==> src/design/btag_pkg.sv <==
// Package for the block transfer address generator: field layout, modes, stack aliases
package btag_pkg;
    localparam int unsigned OPC_HI     = 27;
    localparam int unsigned OPC_LO     = 25;
    localparam logic [2:0]  OPC_BLOCK  = 3'h4;
    localparam int unsigned BIT_PRE    = 24;
    localparam int unsigned BIT_UP     = 23;
    localparam int unsigned BIT_USER   = 22;
    localparam int unsigned BIT_WB     = 21;
    localparam int unsigned BIT_LOAD   = 20;
    localparam int unsigned BASE_HI    = 19;
    localparam int unsigned BASE_LO    = 16;
    localparam int unsigned LIST_W     = 16;
    localparam int unsigned PC_INDEX   = 15;
    localparam logic [31:0] WORD_STEP  = 32'h0000_0004;

    typedef enum logic [1:0] {
        BTAG_DECREMENT_AFTER  = 2'h0,
        BTAG_INCREMENT_AFTER  = 2'h1,
        BTAG_DECREMENT_BEFORE = 2'h2,
        BTAG_INCREMENT_BEFORE = 2'h3
    } btag_mode_t;

    typedef enum logic [1:0] {
        BTAG_FULL_DESCENDING_STACK  = 2'h0,
        BTAG_EMPTY_DESCENDING_STACK = 2'h1,
        BTAG_FULL_ASCENDING_STACK   = 2'h2,
        BTAG_EMPTY_ASCENDING_STACK  = 2'h3
    } btag_stack_t;

    typedef enum logic [1:0] {
        BTAG_IDLE  = 2'h0,
        BTAG_XFER  = 2'h1,
        BTAG_WBACK = 2'h2
    } btag_state_t;
endpackage

==> src/design/btag_block_transfer_address_gen.sv <==
// Block load/store-multiple address generator: decode, address walk, writeback
`timescale 1ns/1ps
module btag_block_transfer_address_gen
    import btag_pkg::*;
#(
    parameter int unsigned ADDR_W = 32
) (
    input  wire logic              clk,
    input  wire logic              rst,
    input  wire logic              instr_valid,
    input  wire logic [31:0]       instr_word,
    input  wire logic              cond_pass,
    input  wire logic              privileged_mode,
    input  wire logic [ADDR_W-1:0] base_value,
    input  wire logic              mem_ready,
    output logic                   busy,
    output logic                   instr_accept,
    output logic                   not_block_transfer,
    output logic [1:0]             stack_type,
    output logic [ADDR_W-1:0]      start_address,
    output logic [ADDR_W-1:0]      end_address,
    output logic                   mem_valid,
    output logic [ADDR_W-1:0]      mem_address,
    output logic [3:0]             mem_reg_index,
    output logic                   mem_is_load,
    output logic                   mem_user_bank,
    output logic                   wb_valid,
    output logic [3:0]             wb_reg,
    output logic [ADDR_W-1:0]      wb_value,
    output logic                   status_restore,
    output logic                   xfer_done
);

    btag_state_t             state_r, state_nxt;
    logic [LIST_W-1:0]       list_r;
    logic [ADDR_W-1:0]       addr_r;
    logic [ADDR_W-1:0]       start_r, end_r, wbv_r;
    logic [3:0]              base_r, idx_r;
    logic                    load_r, user_r, wb_r, restore_r, nbt_r;
    logic [1:0]              stack_r;
    btag_mode_t              mode_r;

    // Field decode of the incoming word
    wire logic        d_block = instr_word[OPC_HI:OPC_LO] == OPC_BLOCK;
    wire logic        d_pre   = instr_word[BIT_PRE];
    wire logic        d_up    = instr_word[BIT_UP];
    wire logic        d_user  = instr_word[BIT_USER];
    wire logic        d_wb    = instr_word[BIT_WB];
    wire logic        d_load  = instr_word[BIT_LOAD];
    wire logic [3:0]  d_base  = instr_word[BASE_HI:BASE_LO];
    wire logic [LIST_W-1:0] d_list = instr_word[LIST_W-1:0];
    wire btag_mode_t  d_mode  = btag_mode_t'({d_pre, d_up});

    // Five bits, since all sixteen list bits may be set
    logic [4:0] d_count;
    always_comb begin
        d_count = 5'h00;
        for (int i = 0; i < LIST_W; i++) begin
            d_count = d_count + {4'h0, d_list[i]};
        end
    end

    wire logic [ADDR_W-1:0] d_span = ADDR_W'({d_count, 2'h0});

    // Mode selects start and end of the range; the walk always climbs
    wire logic [ADDR_W-1:0] d_start =
        (d_mode == BTAG_INCREMENT_AFTER)  ? base_value :
        (d_mode == BTAG_INCREMENT_BEFORE) ? base_value + WORD_STEP[ADDR_W-1:0] :
        (d_mode == BTAG_DECREMENT_AFTER)  ?
            base_value - d_span + WORD_STEP[ADDR_W-1:0] :
            base_value - d_span;
    wire logic [ADDR_W-1:0] d_end = d_start + d_span - WORD_STEP[ADDR_W-1:0];
    wire logic [ADDR_W-1:0] d_wbv = d_up ? base_value + d_span
                                         : base_value - d_span;

    // Stack alias implied by load flag and mode: loads pop, stores push
    wire logic [1:0] d_stack =
        (d_mode == BTAG_INCREMENT_AFTER)  ? (d_load ? BTAG_FULL_DESCENDING_STACK
                                                    : BTAG_EMPTY_ASCENDING_STACK) :
        (d_mode == BTAG_INCREMENT_BEFORE) ? (d_load ? BTAG_EMPTY_DESCENDING_STACK
                                                    : BTAG_FULL_ASCENDING_STACK) :
        (d_mode == BTAG_DECREMENT_AFTER)  ? (d_load ? BTAG_FULL_ASCENDING_STACK
                                                    : BTAG_EMPTY_DESCENDING_STACK) :
                                            (d_load ? BTAG_EMPTY_ASCENDING_STACK
                                                    : BTAG_FULL_DESCENDING_STACK);

    // Lowest remaining selected register
    // Scanning downward lets the lowest set bit make the last assignment
    logic [3:0] low_idx;
    always_comb begin
        low_idx = 4'h0;
        for (int i = LIST_W - 1; i >= 0; i--) begin
            if (list_r[i]) begin
                low_idx = 4'(i);
            end
        end
    end

    wire logic d_has_pc  = d_list[PC_INDEX];
    // Nothing counts as taken while reset is held
    wire logic take      = (state_r == BTAG_IDLE) && instr_valid && !rst;
    // An empty list is refused at start and walks zero words
    wire logic start_go  = take && d_block && cond_pass && (d_list != '0);
    wire logic step      = (state_r == BTAG_XFER) && mem_ready;
    wire logic [LIST_W-1:0] list_left = list_r & ~(LIST_W'(1) << low_idx);
    wire logic last_step = step && (list_left == '0);

    // Handshake outputs decode the state; data outputs come from registers
    assign instr_accept       = take;
    assign busy               = state_r != BTAG_IDLE;
    assign mem_valid          = state_r == BTAG_XFER;
    assign mem_address        = addr_r;
    assign mem_reg_index      = low_idx;
    assign mem_is_load        = load_r;
    assign mem_user_bank      = user_r;
    assign start_address      = start_r;
    assign end_address        = end_r;
    assign stack_type         = stack_r;
    assign not_block_transfer = nbt_r;
    assign wb_reg             = base_r;
    assign wb_value           = wbv_r;
    assign wb_valid           = (state_r == BTAG_WBACK) && wb_r;
    assign status_restore     = (state_r == BTAG_WBACK) && restore_r;
    assign xfer_done          = state_r == BTAG_WBACK;

    always_comb begin
        state_nxt = state_r;
        case (state_r)
            BTAG_IDLE: begin
                if (start_go) begin
                    state_nxt = BTAG_XFER;
                end
            end
            BTAG_XFER: begin
                if (last_step) begin
                    state_nxt = BTAG_WBACK;
                end
            end
            default: begin
                state_nxt = BTAG_IDLE;
            end
        endcase
    end

    always_ff @(posedge clk) begin
        if (rst) begin
            state_r <= BTAG_IDLE;
        end else begin
            state_r <= state_nxt;
        end
    end

    // Capture on start; address steps by four per accepted access
    always_ff @(posedge clk) begin
        if (rst) begin
            list_r    <= '0;
            addr_r    <= '0;
            start_r   <= '0;
            end_r     <= '0;
            wbv_r     <= '0;
            base_r    <= 4'h0;
            load_r    <= 1'b0;
            user_r    <= 1'b0;
            wb_r      <= 1'b0;
            restore_r <= 1'b0;
            stack_r   <= 2'h0;
            mode_r    <= BTAG_DECREMENT_AFTER;
            nbt_r     <= 1'b0;
        end else if (start_go) begin
            list_r    <= d_list;
            addr_r    <= d_start;
            start_r   <= d_start;
            end_r     <= d_end;
            wbv_r     <= d_wbv;
            base_r    <= d_base;
            load_r    <= d_load;
            // A program counter load with the user flag restores status instead
            user_r    <= d_user && privileged_mode && !(d_load && d_has_pc);
            wb_r      <= d_wb;
            restore_r <= d_user && d_load && d_has_pc;
            stack_r   <= d_stack;
            mode_r    <= d_mode;
            nbt_r     <= 1'b0;
        end else begin
            if (take) begin
                nbt_r <= !d_block;
            end
            if (step) begin
                list_r <= list_left;
                addr_r <= addr_r + WORD_STEP[ADDR_W-1:0];
            end
        end
    end

    // Helper: accesses issued in the current walk
    logic [4:0] issued_r;
    always_ff @(posedge clk) begin
        if (rst || start_go) begin
            issued_r <= 5'h00;
        end else if (step) begin
            issued_r <= issued_r + 5'h01;
        end
    end

    // Checks watch the walk through the ports and the captured state
    property p_first_addr;
        @(posedge clk) disable iff (rst) start_go |=> mem_address == $past(d_start);
    endproperty
    a_first_addr: assert property (p_first_addr) else $error("first address wrong");

    property p_step_four;
        @(posedge clk) disable iff (rst)
            step && !last_step |=> mem_address == $past(mem_address) + WORD_STEP[ADDR_W-1:0];
    endproperty
    a_step_four: assert property (p_step_four) else $error("address step not four");

    property p_last_is_end;
        @(posedge clk) disable iff (rst) last_step |-> mem_address == end_address;
    endproperty
    a_last_is_end: assert property (p_last_is_end) else $error("last address not end");

    // Writeback sits a fixed step from the range ends, set by the mode
    property p_wb_span;
        @(posedge clk) disable iff (rst)
            wb_valid |-> wb_value ==
                ((mode_r == BTAG_INCREMENT_AFTER)  ? end_address + WORD_STEP[ADDR_W-1:0] :
                 (mode_r == BTAG_INCREMENT_BEFORE) ? end_address :
                 (mode_r == BTAG_DECREMENT_AFTER)  ? start_address - WORD_STEP[ADDR_W-1:0] :
                                                     start_address);
    endproperty
    a_wb_span: assert property (p_wb_span) else $error("writeback value off range");

    property p_order;
        @(posedge clk) disable iff (rst)
            step && !last_step |=> mem_reg_index > $past(mem_reg_index);
    endproperty
    a_order: assert property (p_order) else $error("register order not rising");

    property p_count;
        @(posedge clk) disable iff (rst)
            last_step |-> end_address - start_address == ADDR_W'({issued_r, 2'h0});
    endproperty
    a_count: assert property (p_count) else $error("access count wrong");

    property p_restore_load;
        @(posedge clk) disable iff (rst) status_restore |-> mem_is_load && !mem_user_bank;
    endproperty
    a_restore_load: assert property (p_restore_load) else $error("restore on non load");

    property p_done_once;
        @(posedge clk) disable iff (rst) xfer_done |=> !xfer_done && !mem_valid;
    endproperty
    a_done_once: assert property (p_done_once) else $error("done not single pulse");

    property p_refused;
        @(posedge clk) disable iff (rst) take && !start_go |=> !busy;
    endproperty
    a_refused: assert property (p_refused) else $error("refused word started");

    // A stalled access must not move under the memory port
    property p_stall_hold;
        @(posedge clk) disable iff (rst)
            mem_valid && !mem_ready |=> mem_valid && $stable(mem_address)
                                        && $stable(mem_reg_index);
    endproperty
    a_stall_hold: assert property (p_stall_hold) else $error("stalled access moved");

    property p_idx_in_list;
        @(posedge clk) disable iff (rst) mem_valid |-> list_r[mem_reg_index];
    endproperty
    a_idx_in_list: assert property (p_idx_in_list) else $error("index not in list");

    property p_ia_start;
        @(posedge clk) disable iff (rst)
            start_go && d_mode == BTAG_INCREMENT_AFTER
            |=> start_address == $past(base_value);
    endproperty
    a_ia_start: assert property (p_ia_start) else $error("start not base");

    property p_ib_start;
        @(posedge clk) disable iff (rst)
            start_go && d_mode == BTAG_INCREMENT_BEFORE
            |=> start_address == $past(base_value) + WORD_STEP[ADDR_W-1:0];
    endproperty
    a_ib_start: assert property (p_ib_start) else $error("start not base plus four");

    property p_da_end;
        @(posedge clk) disable iff (rst)
            start_go && d_mode == BTAG_DECREMENT_AFTER
            |=> end_address == $past(base_value);
    endproperty
    a_da_end: assert property (p_da_end) else $error("end not base");

    property p_db_end;
        @(posedge clk) disable iff (rst)
            start_go && d_mode == BTAG_DECREMENT_BEFORE
            |=> end_address == $past(base_value) - WORD_STEP[ADDR_W-1:0];
    endproperty
    a_db_end: assert property (p_db_end) else $error("end not base minus four");

    property p_nbt_set;
        @(posedge clk) disable iff (rst) take && !d_block |=> not_block_transfer;
    endproperty
    a_nbt_set: assert property (p_nbt_set) else $error("foreign opcode not flagged");

    // Pop from and push onto a full descending stack use opposite modes
    property p_fd_stack;
        @(posedge clk) disable iff (rst)
            start_go && (d_load ? (!d_pre && d_up) : (d_pre && !d_up))
            |=> stack_type == BTAG_FULL_DESCENDING_STACK;
    endproperty
    a_fd_stack: assert property (p_fd_stack) else $error("full descending alias wrong");

    property p_done_after;
        @(posedge clk) disable iff (rst) last_step |=> xfer_done;
    endproperty
    a_done_after: assert property (p_done_after) else $error("no done after last");

    c_wb: cover property (@(posedge clk) disable iff (rst) wb_valid);
    c_restore: cover property (@(posedge clk) disable iff (rst) status_restore);
    c_stall: cover property (@(posedge clk) disable iff (rst) mem_valid && !mem_ready);
    c_nbt: cover property (@(posedge clk) disable iff (rst) not_block_transfer);
    c_pc_load: cover property (@(posedge clk) disable iff (rst)
        mem_valid && mem_is_load && mem_reg_index == 4'(PC_INDEX));

endmodule

==> config.mk <==
export PLATFORM = sky130hd
export DESIGN_NAME = btag_block_transfer_address_gen
export DESIGN_NICKNAME = d
export VERILOG_FILES = /design/src/design/btag_pkg.sv /design/src/design/btag_block_transfer_address_gen.sv
export SDC_FILE = /design/constraint.sdc
export NUM_CORES = 1
export LEC_CHECK = 0
export ABC_CLOCK_PERIOD_IN_PS = 12600
export BUFFER_PORTS_ARGS = -buffer_cell sky130_fd_sc_hd__buf_2
export CAP_MARGIN = 10
export CORE_MARGIN = 1
export CORE_UTILIZATION = 57
export DETAILED_ROUTE_END_ITERATION = 12
export GPL_ROUTABILITY_DRIVEN = 0
export PLACE_DENSITY = 0.82
export SETUP_SLACK_MARGIN = 0.02
export SLEW_MARGIN = 20
export SYNTH_ARGS = -nofsm -noshare
export SYNTH_HDL_FRONTEND = slang
export SYNTH_SLANG_ARGS = --single-unit
==> constraint.sdc <==
create_clock -name clk -period 12.6 [get_ports clk]
set_clock_uncertainty 0.15 [all_clocks]
set_input_delay 1.89 -clock clk [delete_from_list [all_inputs] [get_ports clk]]
set_output_delay 1.89 -clock clk [all_outputs]
set_load 0.1 [all_outputs]
==> results.sh <==
export IMPL_outcome="finished clean"
export IMPL_cts_buffers=17
export IMPL_max_freq_ghz=0.0921
export IMPL_area_delta_synth_final_pct=14.1
export IMPL_via_per_inst=6.08
export IMPL_synth_seq_area_share=0.268
export IMPL_cp_buffers_inverters=6
export IMPL_antenna_found_initial=0
export IMPL_path_delay_family="adder cells"
export IMPL_postCtsResizedCells=0
export IMPL_nets=1814
export IMPL_slew_headroom=0.421
export IMPL_drtAntennaViolNets=0
export IMPL_h_tree_depth=4
export IMPL_required_ps=12760
export IMPL_hpwl_mm=25.1
export IMPL_yosysWarnings=0
export IMPL_grt_use_total=0.327
export IMPL_grt_max_degree=85
export IMPL_start_util=0.584
export IMPL_critPathMaxFanout=13
export IMPL_synthesis_nets=1676
export IMPL_avgRoutedWirePerCell_microns=17.2
export IMPL_synth_compound_area_share=0.209
export IMPL_timing_final_crit_share=0.861
export IMPL_grt_ovfl_total=0
export IMPL_syn_cell_area_sq_um=11400
export IMPL_grt_pass1_vias=10662
export IMPL_fill_cells=1672
export IMPL_root_buffer="clkbuf_16"
export IMPL_cts_tree="done"
export IMPL_chipHeight_microns=144
export IMPL_powerDensity_nw_per_um2=159
export IMPL_ys_types=88
export IMPL_p_leak_nw=5.49
export IMPL_yosys_area_share_xor_xnor=0.0973
export IMPL_clk_latency_ps=430
export IMPL_synthAdderAreaFrac=0.0772
export IMPL_rsz0062_at_grt="false"
export IMPL_die_area_sq_um=20600
export IMPL_path_clk_slew_ps=70
export IMPL_slew_viol_final=0
export IMPL_hp_class="flip-flop to flip-flop"
export IMPL_worstSetupPathType="input pin to flip-flop"
export IMPL_grt_pass1_wl_mm=53.1
export IMPL_synth_edf_count=0
export IMPL_synth_seq_cells=153
export IMPL_muxShareOfSynthArea=0.0126
export IMPL_setup_worst_path_end_class="flip-flop"
export IMPL_cpMaxStageDelayCell="or4_4"
export IMPL_netlist_instances=1544
export IMPL_rows=51
export IMPL_core_sq_um=19600
export IMPL_timing_final_crit_period_ps=10850
export IMPL_synth_simple_area_share=0.271
export IMPL_ir_drop_uv=130
export IMPL_clkSinkCount=153
export IMPL_dr_pass1_iters=6
export IMPL_cts_buffer_depth=2
export IMPL_drcViolationCount=0
export IMPL_synthArstFlopShare=0
export IMPL_ys_flop_type="dfxtp_1"
export IMPL_design_power_total_w=0.00208
export IMPL_hold_violations=0
export IMPL_diodes=0
export IMPL_die_x_microns=144
export IMPL_synth_top_family_by_area="simple AND/OR/NAND/NOR gates"
export IMPL_crit_arrival_ps=11010
export IMPL_post_cts_repair_setup_buffers=0
export IMPL_wl_mm=33.7
export IMPL_fin_setup_tns_ps=0
export IMPL_drt_iter0_markers=1372
export IMPL_syn_area_per_cell_sq_um=7.41
export IMPL_vias=11912
export IMPL_ios=217
export IMPL_layout_drive_gt1_share=0.169
export IMPL_critPathLaunchType="input pin"
export IMPL_port_buffers=212
export IMPL_worstMarginPinSlew_ps=861
export IMPL_setup_viol=0
export IMPL_cts_hold_buf=0
export IMPL_slowest_delay_ps=630
export IMPL_cap_violations=0
[layer usage]
metal	track usage	vias up	part of all wire
li1	-	5663	-
met1	0.441	5552	0.43
met2	0.521	616	0.45
met3	0.0533	81	0.096
met4	0.123	0	0.030
met5	0	-	0
[cells by family (layout without fill, tap and decap cells)]
logic type	Yosys count	in the layout
compound gates	365	365
buf+inv	192	342
fa+ha+maj	63	63
flops	153	153
xor+xnor	127	127
mux	13	13
simple gates	631	631
[path summary, 6_finish.rpt]
path	from	to	slack (ps)	cells after the start
max reg2reg	state_r[0]	mem_address[29]	9340	12
min	wb_value[18]	wb_value[18]	300	2
max	instr_word[0]	end_address[31]	1750	33
min reg2reg	wb_value[18]	wb_value[18]	300	2
[synthesized netlist by cell type (11+ instances only)]
cell      instances  area share
nand2_1         186       0.061
nor2_1          171       0.056
dfxtp_1         153        0.27
a21oi_1         133       0.058
inv_1            91       0.030
clkbuf_1         76       0.025
xnor2_1          74       0.057
xor2_1           53       0.041
nand3_1          52       0.023
o21ai_0          51       0.022
ha_1             49       0.054
nor3_1           48       0.021
a211oi_1         41       0.027
nand4_1          22       0.012
or3_1            20       0.011
and3_1           17      0.0093
o211ai_1         17       0.011
a31oi_1          16      0.0088
buf_1            14      0.0046
nor2b_1          14      0.0077
fa_1             13       0.023
a21o_1           12      0.0079
and2_1           12      0.0066
nand2b_1         12      0.0066
nor4_1           12      0.0066
mux2i_1          11      0.0096
[final cells by class]
cell class / count / area, sq um / area share
Tap cell: 265 / 332 / 0.0254
Clock buffer: 17 / 425 / 0.0326
Sequential cell: 153 / 3060 / 0.235
Clock inverter: 14 / 135 / 0.0104
Multi-Input combinational cell: 1199 / 7630 / 0.585
Inverter: 92 / 345 / 0.0265
Timing Repair Buffer: 219 / 1120 / 0.0855
[power by group]
group          switching [W]  internal, W
registers         0.00000469     0.000490
logic               0.000659     0.000420
clock network       0.000231     0.000276
[metrics by stage]
stage / util / std cells / instance area, sq um / hold slack [ps] / worst slack (ps)
after global routing: 0.666 / 1959 / 13000 / 315 / 1390
after global placement: 0.637 / 1928 / 12500 / 286 / 1700
after floorplan: - / 1544 / 11400 / 277 / 2730
final: 0.666 / 1959 / 13000 / 300 / 1750
after CTS: 0.666 / 1959 / 13000 / 301 / 1960
after detailed placement: 0.637 / 1928 / 12500 / 292 / 1550
[placed cells by master (no fill, tap or decap), drive strengths merged, types with 12 or more instances in the layout]
cell type | Yosys | routed
xnor2 | 74 | 74
o211ai | 17 | 17
o21ai | 58 | 58
and3 | 17 | 17
a21o | 12 | 12
nor4 | 16 | 16
inv | 92 | 100
buf | 24 | 219
nor2b | 14 | 14
clkbuf | 76 | 17
and2 | 14 | 14
nand2b | 15 | 15
xor2 | 53 | 53
a211oi | 42 | 42
dfxtp | 153 | 153
nand2 | 186 | 186
nand4 | 22 | 22
ha | 49 | 49
a21oi | 133 | 133
a31oi | 16 | 16
nor3 | 51 | 51
fa | 13 | 13
nand3 | 54 | 54
or3 | 20 | 20
nor2 | 172 | 172
[worst min-delay path, stage by stage (launching register included)]
cell     delay [ps]
dfxtp_1         310
nand2_1          50
a21oi_1          50
Note: power is estimated with default switching activity, not from simulation.
